--- src/hw/flash_host_pkg.sv ---
// Purpose: shared constants and carriers for the flash self-program host
// Assumes: 32-bit AXI4-Lite register bus, 20 MHz aclk
// Notes:   device pins travel as two packed structs
package flash_host_pkg;

  // register byte offsets on the AXI4-Lite bus
  localparam logic [4:0] OFS_CMD    = 5'h00;
  localparam logic [4:0] OFS_PTR    = 5'h04;
  localparam logic [4:0] OFS_DATA   = 5'h08;
  localparam logic [4:0] OFS_CTRL   = 5'h0c;
  localparam logic [4:0] OFS_STATUS = 5'h10;

  // command codes written to the command register
  localparam logic [1:0] OP_LOAD  = 2'h0;
  localparam logic [1:0] OP_ERASE = 2'h1;
  localparam logic [1:0] OP_WRITE = 2'h2;
  localparam logic [1:0] OP_REEN  = 2'h3;

  // control patterns presented on the self_prog_ctrl_reg port
  localparam logic [7:0] PAT_LOAD  = 8'h01;
  localparam logic [7:0] PAT_ERASE = 8'h03;
  localparam logic [7:0] PAT_WRITE = 8'h05;
  localparam logic [7:0] PAT_REEN  = 8'h11;
  localparam int         IRQ_EN_BIT = 7;

  // control register fields
  localparam int CTRL_IRQ_EN = 0;
  localparam int CTRL_GIE    = 1;

  // status register fields
  localparam int ST_BUSY   = 0;
  localparam int ST_SPE    = 1;
  localparam int ST_SBUSY  = 2;
  localparam int ST_HALT   = 3;
  localparam int ST_IRQ    = 4;
  localparam int ST_E_REF  = 8;
  localparam int ST_E_ORD  = 9;
  localparam int ST_E_DUP  = 10;

  // arm window: store strobe follows the control write by ARM_GAP cycles
  localparam int ARM_WINDOW = 4;
  localparam int ARM_GAP    = 1;

  localparam logic [1:0] RESP_OKAY   = 2'h0;
  localparam logic [1:0] RESP_SLVERR = 2'h2;

  // pins driven toward the sequencer
  typedef struct packed {
    logic        ctrl_wr;
    logic [7:0]  ctrl_val;
    logic        spm_stb;
    logic [15:0] zptr;
    logic [15:0] data_pair;
    logic        global_irq;
  } dev_cmd_s;

  // pins returned by the sequencer
  typedef struct packed {
    logic self_prog_enable;
    logic section_busy_flag;
    logic cpu_halt;
    logic ready_irq;
  } dev_stat_s;

endpackage

--- src/hw/load_tracker.sv ---
// Purpose: remembers which buffer words were loaded since the last clear
// Assumes: one mark or clear per cycle at most
// Notes:   clear wins over mark
`timescale 1ns/100ps
module load_tracker
  import flash_host_pkg::*;
#(
  parameter int WORD_BITS = 6
) (
  input  wire logic                 aclk,
  input  wire logic                 aresetn,
  input  wire logic                 clear,
  input  wire logic                 mark,
  input  wire logic [WORD_BITS-1:0] set_idx,
  input  wire logic [WORD_BITS-1:0] chk_idx,
  output logic                      dup
);
  localparam int WORDS = 1 << WORD_BITS;

  logic [WORDS-1:0] loaded;
  logic [WORDS-1:0] next_loaded;

  // one flag per buffer word
  genvar i;
  generate
    for (i = 0; i < WORDS; i++) begin : g_word
      always_comb begin
        next_loaded[i] = loaded[i];
        if (clear) begin
          next_loaded[i] = 1'b0;
        end else if (mark && set_idx == WORD_BITS'(i)) begin
          next_loaded[i] = 1'b1;
        end
      end
      always_ff @(posedge aclk) begin
        if (!aresetn) begin
          loaded[i] <= 1'b0;
        end else begin
          loaded[i] <= next_loaded[i];
        end
      end
    end
  endgenerate

  assign dup = loaded[chk_idx];

  // a completed load must land on a word not yet loaded
  no_dup_load_a: assert property (@(posedge aclk) disable iff (!aresetn)
    mark |-> !loaded[set_idx])
    else $error("buffer word loaded twice");
endmodule

--- src/hw/page_guard.sv ---
// Purpose: remembers the page erased last and not yet written
// Assumes: page number from the page_index_field of the pointer
// Notes:   a completed page write retires the erased page
`timescale 1ns/100ps
module page_guard
  import flash_host_pkg::*;
#(
  parameter int PAGE_BITS = 9
) (
  input  wire logic                 aclk,
  input  wire logic                 aresetn,
  input  wire logic                 erase_done,
  input  wire logic                 write_done,
  input  wire logic [PAGE_BITS-1:0] done_page,
  input  wire logic [PAGE_BITS-1:0] chk_page,
  output logic                      page_ok
);
  logic                 erased;
  logic                 next_erased;
  logic [PAGE_BITS-1:0] page;
  logic [PAGE_BITS-1:0] next_page;

  // erased page bookkeeping
  always_comb begin
    next_erased = erased;
    next_page   = page;
    if (erase_done) begin
      next_erased = 1'b1;
      next_page   = done_page;
    end else if (write_done) begin
      next_erased = 1'b0;
    end
  end

  always_ff @(posedge aclk) begin
    if (!aresetn) begin
      erased <= 1'b0;
      page   <= '0;
    end else begin
      erased <= next_erased;
      page   <= next_page;
    end
  end

  assign page_ok = erased && (page == chk_page);

  // a completed write must match the erased page
  erase_first_a: assert property (@(posedge aclk) disable iff (!aresetn)
    write_done |-> erased)
    else $error("page write completed without erase");
  same_page_a: assert property (@(posedge aclk) disable iff (!aresetn)
    write_done |-> page == done_page)
    else $error("page write address differs from erased page");
endmodule

--- src/hw/flash_prog_host.sv ---
// Purpose: drives the flash self-program sequencer on behalf of software
// Assumes: AXI4-Lite slave for software, sequencer pins synchronous to aclk
// Notes:   one command at a time; refused commands answer SLVERR
`timescale 1ns/100ps
module flash_prog_host
  import flash_host_pkg::*;
#(
  parameter int WORD_BITS = 6,
  parameter int PTR_W     = 16
) (
  input  wire logic        aclk,
  input  wire logic        aresetn,
  input  wire logic [4:0]  awaddr,
  input  wire logic        awvalid,
  output logic             awready,
  input  wire logic [31:0] wdata,
  input  wire logic [3:0]  wstrb,
  input  wire logic        wvalid,
  output logic             wready,
  output logic [1:0]       bresp,
  output logic             bvalid,
  input  wire logic        bready,
  input  wire logic [4:0]  araddr,
  input  wire logic        arvalid,
  output logic             arready,
  output logic [31:0]      rdata,
  output logic [1:0]       rresp,
  output logic             rvalid,
  input  wire logic        rready,
  output dev_cmd_s         dev_cmd,
  input  wire dev_stat_s   dev_stat
);
  localparam int PAGE_BITS = PTR_W - 1 - WORD_BITS;
  // refuse layouts the pointer split cannot serve
  if (WORD_BITS < 1 || PAGE_BITS < 1 || PTR_W != 16 || ARM_GAP >= ARM_WINDOW) begin : g_bad
    $error("flash_prog_host: unsupported pointer layout");
  end
  typedef enum logic [1:0] {
    S_IDLE,
    S_ARM,
    S_STROBE,
    S_WAIT
  } seq_e;
  // bus and register state
  logic        aw_held, next_aw_held;
  logic        w_held, next_w_held;
  logic [4:0]  wr_addr, next_wr_addr;
  logic [31:0] wr_data, next_wr_data;
  logic [3:0]  wr_strb, next_wr_strb;
  logic        next_awready, next_wready, next_bvalid;
  logic [1:0]  next_bresp;
  logic        next_arready, next_rvalid;
  logic [31:0] next_rdata;
  logic [1:0]  next_rresp;
  logic [15:0] ptr, next_ptr;
  logic [15:0] data, next_data;
  logic [1:0]  ctrl, next_ctrl;
  logic [1:0]  last_op, next_last_op;
  logic [2:0]  errs, next_errs;
  // sequencer state
  seq_e        state, next_state;
  logic [1:0]  cur_op, next_cur_op;
  dev_cmd_s    next_cmd;
  logic                 do_write;
  logic                 cmd_hit;
  logic                 accept;
  logic                 op_idle;
  logic                 bad_order;
  logic                 bad_dup;
  logic [1:0]           wr_op;
  logic                 seq_done;
  logic                 dup;
  logic                 page_ok;
  logic [31:0]          status_word;
  logic [WORD_BITS-1:0] ptr_word;
  logic [PAGE_BITS-1:0] ptr_page;
  logic [WORD_BITS-1:0] cmd_word;
  logic [PAGE_BITS-1:0] cmd_page;
  // byte-lane merge for the pointer and data registers
  function automatic logic [15:0] merge16(input logic [15:0] old, input logic [31:0] d, input logic [3:0] s);
    logic [15:0] r;
    r = old;
    if (s[0]) r[7:0] = d[7:0];
    if (s[1]) r[15:8] = d[15:8];
    return r;
  endfunction
  // pointer split: bit 0 ignored, word index, then page index
  assign ptr_word = ptr[WORD_BITS:1];
  assign ptr_page = ptr[PTR_W-1:WORD_BITS+1];
  assign cmd_word = dev_cmd.zptr[WORD_BITS:1];
  assign cmd_page = dev_cmd.zptr[PTR_W-1:WORD_BITS+1];

  // command acceptance and refusal checks
  assign do_write  = aw_held && w_held && !bvalid;
  assign cmd_hit   = do_write && wr_addr == OFS_CMD && wr_strb[0];
  assign wr_op     = wr_data[1:0];
  assign op_idle   = state == S_IDLE;
  assign bad_order = wr_op == OP_WRITE && !page_ok;
  assign bad_dup   = wr_op == OP_LOAD && dup;
  assign accept    = cmd_hit && op_idle && !bad_order && !bad_dup;
  assign seq_done  = state == S_WAIT && !dev_stat.self_prog_enable;
  assign status_word = {21'h0, errs, 3'h0, dev_stat.ready_irq, dev_stat.cpu_halt,
                        dev_stat.section_busy_flag, dev_stat.self_prog_enable, !op_idle};
  // AXI4-Lite slave and software registers
  always_comb begin
    next_aw_held = aw_held;
    next_w_held  = w_held;
    next_wr_addr = wr_addr;
    next_wr_data = wr_data;
    next_wr_strb = wr_strb;
    next_awready = !aw_held && !(awvalid && awready);
    next_wready  = !w_held && !(wvalid && wready);
    next_bvalid  = bvalid;
    next_bresp   = bresp;
    next_arready = arready;
    next_rvalid  = rvalid;
    next_rdata   = rdata;
    next_rresp   = rresp;
    next_ptr     = ptr;
    next_data    = data;
    next_ctrl    = ctrl;
    next_last_op = last_op;
    next_errs    = errs;
    if (awvalid && awready) begin
      next_aw_held = 1'b1;
      next_wr_addr = awaddr;
    end
    if (wvalid && wready) begin
      next_w_held  = 1'b1;
      next_wr_data = wdata;
      next_wr_strb = wstrb;
    end
    if (bvalid && bready) begin
      next_bvalid  = 1'b0;
      next_aw_held = 1'b0;
      next_w_held  = 1'b0;
      next_awready = 1'b1;
      next_wready  = 1'b1;
    end
    if (do_write) begin
      next_bvalid = 1'b1;
      next_bresp  = RESP_OKAY;
      case (wr_addr)
        OFS_CMD: begin
          if (accept) begin
            next_last_op = wr_op;
          end else if (cmd_hit) begin
            next_bresp = RESP_SLVERR;
          end
        end
        OFS_PTR: begin
          next_ptr = merge16(ptr, wr_data, wr_strb);
        end
        OFS_DATA: begin
          next_data = merge16(data, wr_data, wr_strb);
        end
        OFS_CTRL: begin
          if (wr_strb[0]) next_ctrl = wr_data[1:0];
        end
        OFS_STATUS: begin
          if (wr_strb[1]) next_errs = errs & ~wr_data[ST_E_DUP:ST_E_REF];
        end
        default: begin
          next_bresp = RESP_SLVERR;
        end
      endcase
    end
    // sticky errors: a new refusal wins over a clear
    if (cmd_hit && !op_idle) next_errs[0] = 1'b1;
    if (cmd_hit && op_idle && bad_order) next_errs[1] = 1'b1;
    if (cmd_hit && op_idle && bad_dup) next_errs[2] = 1'b1;
    // read channel
    if (rvalid && rready) begin
      next_rvalid  = 1'b0;
      next_arready = 1'b1;
    end
    if (arvalid && arready) begin
      next_arready = 1'b0;
      next_rvalid  = 1'b1;
      next_rresp   = RESP_OKAY;
      case (araddr)
        OFS_CMD:    next_rdata = {30'h0, last_op};
        OFS_PTR:    next_rdata = {16'h0, ptr};
        OFS_DATA:   next_rdata = {16'h0, data};
        OFS_CTRL:   next_rdata = {30'h0, ctrl};
        OFS_STATUS: next_rdata = status_word;
        default: begin
          next_rdata = 32'h0;
          next_rresp = RESP_SLVERR;
        end
      endcase
    end
    if (!next_rvalid && !(arvalid && arready)) next_arready = 1'b1; // read channel idle
  end

  always_ff @(posedge aclk) begin
    if (!aresetn) begin
      aw_held <= 1'b0;
      w_held  <= 1'b0;
      wr_addr <= 5'h0;
      wr_data <= 32'h0;
      wr_strb <= 4'h0;
      awready <= 1'b0;
      wready  <= 1'b0;
      bvalid  <= 1'b0;
      bresp   <= RESP_OKAY;
      arready <= 1'b0;
      rvalid  <= 1'b0;
      rdata   <= 32'h0;
      rresp   <= RESP_OKAY;
      ptr     <= 16'h0;
      data    <= 16'h0;
      ctrl    <= 2'h0;
      last_op <= OP_LOAD;
      errs    <= 3'h0;
    end else begin
      aw_held <= next_aw_held;
      w_held  <= next_w_held;
      wr_addr <= next_wr_addr;
      wr_data <= next_wr_data;
      wr_strb <= next_wr_strb;
      awready <= next_awready;
      wready  <= next_wready;
      bvalid  <= next_bvalid;
      bresp   <= next_bresp;
      arready <= next_arready;
      rvalid  <= next_rvalid;
      rdata   <= next_rdata;
      rresp   <= next_rresp;
      ptr     <= next_ptr;
      data    <= next_data;
      ctrl    <= next_ctrl;
      last_op <= next_last_op;
      errs    <= next_errs;
    end
  end

  // sequencer: control write, store strobe, wait for the enable to drop
  always_comb begin
    next_state          = state;
    next_cur_op         = cur_op;
    next_cmd            = dev_cmd;
    next_cmd.ctrl_wr    = 1'b0;
    next_cmd.spm_stb    = 1'b0;
    next_cmd.global_irq = ctrl[CTRL_GIE];
    case (state)
      S_IDLE: begin
        if (accept) begin
          next_cur_op      = wr_op;
          next_cmd.ctrl_wr = 1'b1;
          next_cmd.zptr    = ptr;
          next_state       = S_ARM;
          case (wr_op)
            OP_LOAD:  next_cmd.ctrl_val = PAT_LOAD;
            OP_ERASE: next_cmd.ctrl_val = PAT_ERASE;
            OP_WRITE: next_cmd.ctrl_val = PAT_WRITE;
            default:  next_cmd.ctrl_val = PAT_REEN;
          endcase
          if (wr_op == OP_WRITE || wr_op == OP_ERASE) next_cmd.zptr = {ptr_page, {(WORD_BITS + 1){1'b0}}};
          if (wr_op != OP_REEN) next_cmd.ctrl_val[IRQ_EN_BIT] = ctrl[CTRL_IRQ_EN];
          next_cmd.data_pair = data;
        end
      end
      S_ARM: begin
        next_cmd.spm_stb = 1'b1;
        next_state       = S_STROBE;
      end
      S_STROBE: begin
        next_state = S_WAIT;
      end
      S_WAIT: begin
        if (!dev_stat.self_prog_enable) next_state = S_IDLE;
      end
      default: begin
        next_state = S_IDLE;
      end
    endcase
  end

  always_ff @(posedge aclk) begin
    if (!aresetn) begin
      state   <= S_IDLE;
      cur_op  <= OP_LOAD;
      dev_cmd <= '0;
    end else begin
      state   <= next_state;
      cur_op  <= next_cur_op;
      dev_cmd <= next_cmd;
    end
  end
  load_tracker #(
    .WORD_BITS (WORD_BITS)
  ) u_loads (
    .aclk    (aclk),
    .aresetn (aresetn),
    .clear   (seq_done && (cur_op == OP_WRITE || cur_op == OP_REEN)),
    .mark    (seq_done && cur_op == OP_LOAD),
    .set_idx (cmd_word),
    .chk_idx (ptr_word),
    .dup     (dup)
  );
  page_guard #(
    .PAGE_BITS (PAGE_BITS)
  ) u_pages (
    .aclk       (aclk),
    .aresetn    (aresetn),
    .erase_done (seq_done && cur_op == OP_ERASE),
    .write_done (seq_done && cur_op == OP_WRITE),
    .done_page  (cmd_page),
    .chk_page   (ptr_page),
    .page_ok    (page_ok)
  );
  // checks on the pin sequence
  strobe_follows_a: assert property (@(posedge aclk) disable iff (!aresetn)
    dev_cmd.ctrl_wr |=> dev_cmd.spm_stb && $stable(dev_cmd.zptr)) else $error("store strobe missed the arm window");
  load_data_a: assert property (@(posedge aclk) disable iff (!aresetn)
    dev_cmd.ctrl_wr && dev_cmd.ctrl_val[4:0] == PAT_LOAD[4:0] |=> dev_cmd.spm_stb && $stable(dev_cmd.data_pair))
    else $error("load data changed before store");
  write_ptr_zero_a: assert property (@(posedge aclk) disable iff (!aresetn)
    dev_cmd.ctrl_wr && dev_cmd.ctrl_val[4:0] == PAT_WRITE[4:0] |-> dev_cmd.zptr[WORD_BITS:0] == '0)
    else $error("page write pointer has word bits set");
  single_store_a: assert property (@(posedge aclk) disable iff (!aresetn)
    dev_cmd.spm_stb |=> !dev_cmd.spm_stb [*2]) else $error("more than one store per command");
  quiet_while_busy_a: assert property (@(posedge aclk) disable iff (!aresetn)
    dev_stat.self_prog_enable && state == S_WAIT |=> !dev_cmd.ctrl_wr)
    else $error("command issued while programming");
  reenable_done_a: assert property (@(posedge aclk) disable iff (!aresetn)
    dev_cmd.ctrl_wr && dev_cmd.ctrl_val == PAT_REEN |-> $past(!dev_stat.self_prog_enable))
    else $error("reenable issued while programming");
endmodule

--- config.mk ---
export PLATFORM = sky130hd
export DESIGN_NAME = flash_prog_host
export DESIGN_NICKNAME = d
export VERILOG_FILES = /design/src/hw/flash_host_pkg.sv /design/src/hw/load_tracker.sv /design/src/hw/page_guard.sv /design/src/hw/flash_prog_host.sv
export SDC_FILE = /design/constraint.sdc
export NUM_CORES = 1
export LEC_CHECK = 0
export ABC_AREA = 1
export BUFFER_PORTS_ARGS = -buffer_cell sky130_fd_sc_hd__buf_2
export CORE_MARGIN = 2
export CORE_UTILIZATION = 30
export DETAILED_ROUTE_END_ITERATION = 6
export PLACE_DENSITY_LB_ADDON = 0.05
export SLEW_MARGIN = 20
export SYNTH_ARGS = -nofsm -noshare
export SYNTH_HDL_FRONTEND = slang
export SYNTH_HIERARCHICAL = 1
export SYNTH_SLANG_ARGS = --single-unit
--- constraint.sdc ---
create_clock -name aclk -period 2.6 [get_ports aclk]
set_input_delay 0.26 -clock aclk [delete_from_list [all_inputs] [get_ports aclk]]
set_output_delay 0.26 -clock aclk [all_outputs]
set_load 0.02 [all_outputs]
==> results of run 1 <==
[area by class of cell]
cell class	count	area, um2
inverters	123	469
fillers	3089	18100
repair buffers	136	828
clock inverters	10	128
flip-flops and latches	205	4110
clock buffers	34	699
well taps	384	480
multi-input cells	812	3810
[metal layers]
layer	vias to the layer above	routed length (um)	track usage [%]
met1	3533	12100	22.6
met3	33	1170	2.45
met5	-	0	0
li1	4000	-	-
met2	138	12400	29.7
met4	0	386	3.68
[power groups by stage]
stage	clock network (mW)	logic, mW	registers (mW)
2_1_floorplan	0	0.363	3.32
3_5_place_dp	0	0.546	3.31
5_1_grt	3.74	0.625	3.25
4_1_cts	3.62	0.553	3.25
6_report	3.51	0.546	3.25
3_3_place_gp	0	0.544	3.31
[flip-flops by register name, summed over array words and instances (netlist names), 2 cells and up]
signal,count
u_loads/loaded,64
dev_cmd,40
data,16
ptr,16
rdata,16
wr_data,16
u_pages/page,9
wr_addr,5
errs,3
ctrl,2
cur_op,2
last_op,2
state,2
wr_strb,2
[final timing paths]
kind | start | end | cells past startpoint
hold reg to reg | dev_cmd[34] | dev_cmd[34] | 2
setup reg to reg | ptr[2] | dev_cmd[10] | 15
hold / removal | wdata[8] | wr_data[8] | 3
setup / recovery | ptr[2] | dev_cmd[10] | 15
[cells in the mapped netlist (2+ instances only)]
cell	instances
dfxtp_1	205
nand2_1	202
nor2_1	185
a21oi_1	125
inv_1	116
o21ai_0	103
nand3_1	90
or2_2	28
buf_4	26
clkbuf_1	20
buf_2	16
o21ai_1	10
ha_1	9
o22ai_1	7
inv_2	6
buf_6	5
nor2_2	5
nand4_1	3
nor3_1	3
nor3_4	3
xor2_1	3
buf_1	2
nand2_2	2
nand2_4	2
nand3_4	2
or2_1	2
[logic make-up (layout without fill, tap and decap cells)]
group           after synthesis  after routing  share of synthesized area [%]
other cells                   1             21                         0.0431
simple gates                530            530                           26.6
buf+inv                     192            303                           10.1
compound gates              249            249                           14.6
xor+xnor                      3              3                          0.302
flops                       205            205                           47.1
fa+ha+maj                     9              9                           1.29
[worst max-delay path, delay by kind of cell (launching register included)]
family / cells / cell delay [ns]
DFF: 1 / 0.38
buffers and inverters: 3 / 0.52
AOI/OAI and AO/OA: 1 / 0.24
and+or+nand+nor: 11 / 1.05
[through the flow]
step,setup TNS [ns],instances,cell area [um2]
6_report,0,1704,10500
3_3_place_gp,-0.287,1655,9610
4_1_cts,0,1704,10500
5_1_grt,0,1704,10500
3_5_place_dp,-0.00637,1655,9610
2_1_floorplan,0,1209,8780
[repair_timing]
action                     4_1_cts  5_1_grt
gates resized for setup          1       12
hold endpoints to repair         5        0
pin swaps                        0        0
hold buffers                     5        0
setup endpoints to repair       11       40
==> metrics.txt, run 1 <==
Chip Height=about 170 um; fmax=429 MHz; CTS Buf Count=25; Cells after Synth=~1.2k; post-layout util=36.7%; CTS sink count=a little over 200; Area growth, synth to finish=20.8%; CP Launch Type=flop; final net count=around 1.4k; worst clock skew=0.00987 ns; Clock Tree Buf Depth=3; reg2reg setup slack=around 0.27 ns; Static Leak=~4.6 nW; die area=30400 um2; ANT nets after route=0; sequential fraction of the synthesis area=between 40% and 50%; DRC viols=0; slowest cell delay on critical path=about 0.38 ns; outcome=finished clean; Post-Route WL=26.0 mm; clk slew on worst S/H paths=0.06 ns; Tot GR Track Use=around 17%; most frequent cells in the layout=203 x dfxtp_1, 201 x nand2_1, 185 x nor2_1; register share of total power=approximately 45%; Synthesis Warnings=6; core area=about 29000 um2; # setup viols final=0; IO buf count=between 100 and 150; vias in the first global route=around 7.5k; initial core utilization=roughly 30%; Psw=between 1.5 and 2 mW; setup bufs post-CTS=0; worst hold path type=primary input to flop; DIE WIDTH=about 170 um; Ant. Diodes=0; worst skew pair latency=roughly 0.52 ns; Yosys reg bits=approximately 210; CP most frequent cell=nand2_1; leading cell type in the layout, fill and taps excluded=dfxtp_1; Post-synth top flop=dfxtp_1; number of flops mapped to enable cells by yosys=0; Final Max Tran Viols=0; CTS tree=yes; overall power=between 7 and 8 mW; Min Clock Period, post-route=~2.3 ns; peak supply drop=0.312 mV; critical path's slowest cell=dfxtp_2; gr ovfl total=0; sw frac=a little under a quarter; worst slew pin tran=about 0.7 ns; I/O Pins=~140; largest net degree at the start of global routing=65; final hold viol count=0; pwr dens=roughly 700 nW/um2; Post-Syn Area=~8700 um2; CTS root buffer=clkbuf_16; RSZ-0062 raised after global routing=no; post-synth top area cell=dfxtp_1; antenna violations before repair=1; sequence of cells on the critical path=buf_6 -> nand3_1 -> nand3_1 -> nand2_1 -> nand2_1 -> nand3_1 -> nand3_1 -> nand2_1 -> nand2_1 -> nand2_1 -> inv_1 -> nand2_4 -> buf_4 -> o21ai_0 -> nor2_1; internal power=roughly 5.6 mW; routed vias=~7.7k; Crit path arrival time=between 2 and 3 ns; number of DRC markers in iteration 0=440; DP Worst Slack=-0.00637 ns; ys async rst share=0%; Comb pwr share=7.5%; HPWL Detailed=about 19 mm; largest fanout on the critical path=17; row cnt=between 60 and 70; CP required=approximately 3 ns; Netlist cell types=35; period utilization=around nine tenths; setup ws final=between 0.2 and 0.3 ns; worst-case hold slack=0.0227 ns; slew margin rel.=52.4%; CTS HTree Levels=1; top post-synthesis cells by area=dfxtp_1 47%, nand2_1 8.7%, nor2_1 8.0%, a21oi_1 7.2%, o21ai_0 5.9%; Yosys top cell area share=between 40% and 50%; layout cell share with drive strength beyond 1=between 15 and 20%; Setup CP Type=flop to flop; first-pass GRT wire length=around 42 mm; Pre-antenna DRT Iters=4; Crit. End Element=flop; syn_area_per_cell=~7.3 um2; clock network power share=between 40 and 50%; RD Place Congestion=~0.77; drt wl/cell=between 15 and 20 um; Max-Cap Viols=0; via density per instance=roughly 4.5
(Power assumes the default switching activity.)
==> run 2: changes to the inputs <==
--- a/config.mk
+++ b/config.mk
@@ -7,6 +7,8 @@
 export LEC_CHECK = 0
 export ABC_AREA = 1
 export BUFFER_PORTS_ARGS = -buffer_cell sky130_fd_sc_hd__buf_2
+export CELL_PAD_IN_SITES_DETAIL_PLACEMENT = 1
+export CELL_PAD_IN_SITES_GLOBAL_PLACEMENT = 2
 export CORE_MARGIN = 2
 export CORE_UTILIZATION = 30
 export DETAILED_ROUTE_END_ITERATION = 6
==> run 2 against run 1 <==
Via count rose by 1.7%. Wire length rose by 7.9%. First-iteration DRC count fell by 25%. Design area rose by 0.77%. Critical endpoint is now dev_cmd[9]. Global-route usage rose by 1.1 points. Worst hold slack got worse by 0.0062 ns. Die area did not move. Maximum frequency fell by 2.8%. Combinational power rose by 1%. Power fell by 0.78%. Sequential power barely moved.
==> metrics.txt, run 2 (synthesis results as in run 1) <==
outcome=finished clean; core area=28600 um2 (unchanged); area of the multi-input gates=3830 um2 (+0.53%); RSZ-0062 raised after global routing=yes; IO buf count=101 (unchanged); slew margin rel.=56.2% (+3.7 points); Design Area, Final=10600 um2 (+0.77%); Static Leak=4.64 nW (+0.85%); Post-Route Setup TNS=0 ns (unchanged); CTS tree=yes; CTS root buffer=clkbuf_16; period utilization=92.2% (+2.6 points); fill cell count=3545 (+15%); largest registers=u_loads/loaded (64), dev_cmd (40); ANT nets after route=0 (unchanged); Crit. End Element=flop; Post-Route WL=28.1 mm (+7.9%); CTS HTree Levels=1 (unchanged); CTS sink count=205 (unchanged); vias in the first global route=7752 (+3.0%); routed vias=7836 (+1.7%); final hold viol count=0 (unchanged); reg2reg start=ptr[1]; post-layout util=37.0% (+0.28 points); Finished Layout Cells=1709 (+0.29%); I/O Pins=141 (unchanged); # setup viols final=0 (unchanged); Placed Area=9650 um2 (+0.36%); drt wl/cell=16.4 um (+7.5%); CTS Buf Count=25 (unchanged); Tot GR Track Use=18.3% (+1.1 points); HPWL Detailed=19.9 mm (+7.4%); CP required=3.00 ns (about the same); Most flops, register=u_loads/loaded; Hold Path Depth=3 (unchanged); number of DRC markers in iteration 0=332 (-25%); RD Place Congestion=0.757 (-1.2%); DIE WIDTH=174 um (unchanged); worst clock skew=0.0111 ns (+0.00124 ns); via density per instance=4.59 (+1.4%); internal power=5.47 mW (-1.5%); Crit path arrival time=2.80 ns (+0.07 ns); leading cell type in the layout, fill and taps excluded=dfxtp_1; peak supply drop=0.389 mV (+25%); CP Launch Type=flop; Worst R2R End=dev_cmd[9]; clock network power share=47.6% (-0.5 points); setup bufs post-CTS=0 (unchanged); worst hold path type=primary input to flop; initial core utilization=30.4% (unchanged); HP Start=wdata[15]; final net count=1376 (+0.51%); worst slew pin tran=0.657 ns (-0.0550 ns); largest net degree at the start of global routing=65 (unchanged); Clock Tree Buf Depth=3 (unchanged); register share of total power=44.8% (+0.3 points); Max-Cap Viols=0 (unchanged); largest fanout on the critical path=16 (-1); first-pass GRT wire length=43.9 mm (+5.6%); Final Max Tran Viols=0 (unchanged); die area=30400 um2 (unchanged); pwr dens=684 nW/um2 (-1.5%); most frequent cells in the layout=204 x dfxtp_1, 201 x nand2_1, 185 x nor2_1; DRC viols=0 (unchanged); Min Clock Period, post-route=2.40 ns (+0.0674 ns); gr ovfl total=0 (unchanged); Psw=1.78 mW (+1.6%); Hold Crit Endpoint=wr_data[15]; Area growth, synth to finish=21.7%; layout cell share with drive strength beyond 1=17.5% (+0.39 points); reg2reg setup slack=0.20 ns (-0.07 ns); Pre-antenna DRT Iters=5 (+1); clk slew on worst S/H paths=0.06 ns (about the same); max FFs per register=64 (unchanged); worst skew pair latency=0.53 ns (about the same); Comb pwr share=7.6% (about the same); antenna violations before repair=0 (-1); Setup CP Type=flop to flop; sw frac=24.6% (+0.59 points); Post-Place Cells=1658 (+0.18%); Ant. Diodes=0 (unchanged); R2R depth=17 (+2); Chip Height=174 um (unchanged); row cnt=62 (unchanged); fmax=417 MHz (-2.8%); Register Area=4110 um2 (about the same)
## run 2: changes by cell type in the layout (fill, tap and decap cells not counted), moves of 2 or more
| cell | delta |
|---|---|
| o21ai_2 | +2 |
| dlygate4sd3_1 | +2 |
| dfxtp_2 | -2 |
| clkbuf_16 | +2 |
| buf_4 | +4 |
## run 2: through the flow
stage               setup WS (ns)  power, mW  hold WS [ns]
floorplan                   0.586       3.68         0.396
global placement           0.0400       3.85         0.438
detailed placement       -0.00971       3.86         0.440
global route              0.00103       7.59        0.0287
CTS                        0.0704       7.38       0.00279
finish                      0.204       7.25        0.0165
## run 2: worst max-delay path by stage
stage	from	endpoint	cells past startpoint
finish	ptr[1]	dev_cmd[9]	17
global route	ptr[1]	dev_cmd[28]	17
CTS	ptr[1]	dev_cmd[32]	16
detailed placement	ptr[1]	dev_cmd[32]	16
global placement	ptr[1]	dev_cmd[32]	16
floorplan	ptr[2]	last_op[0]	17
## run 2: final cells by class
class	instances	area share [%]
sequential	205	38.8
multi-input combinational	812	36.1
timing repair buffer	143	8.65
clock buffer	34	6.69
tap	384	4.53
inverter	123	4.38
clock inverter	8	0.885
## run 2: worst max-delay path, cell delays in order (launching register included)
cell and delay [ns]:
dfxtp_4 0.39, buf_4 0.24, nand2_1 0.07, nand3_1 0.11, nand3_1 0.11, nand2_1 0.09
nand2_1 0.05, nand3_1 0.09, nand3_1 0.08, nand2_1 0.15, nand2_1 0.07, nand2_1 0.08
buf_4 0.13, nor2_4 0.06, clkbuf_16 0.18, or2_2 0.28, inv_1 0.05, nor2_1 0.03
## run 2: power groups by stage
stage / sequential, mW / clock, mW / combinational, mW
final: 3.25 / 3.45 / 0.553
after global routing: 3.25 / 3.70 / 0.632
after CTS: 3.25 / 3.58 / 0.556
after detailed placement: 3.32 / 0 / 0.544
after global placement: 3.32 / 0 / 0.535
after floorplan: 3.32 / 0 / 0.363
## run 2: routing by layer
metal | vias up | track usage (%) | part of all wire, %
li1 | 4001 | - | -
met1 | 3692 | 24.3 | 47
met2 | 105 | 31.5 | 48
met3 | 38 | 2.38 | 2.8
met4 | 0 | 4.13 | 1.8
met5 | - | 0 | 0
## run 2: timing repair
item,CTS,global route
endpoints found under the setup margin,3,31
endpoints found under the hold margin,7,0
hold buffers,7,0
cloned,0,2
resized for setup,1,10
pin swaps,0,1
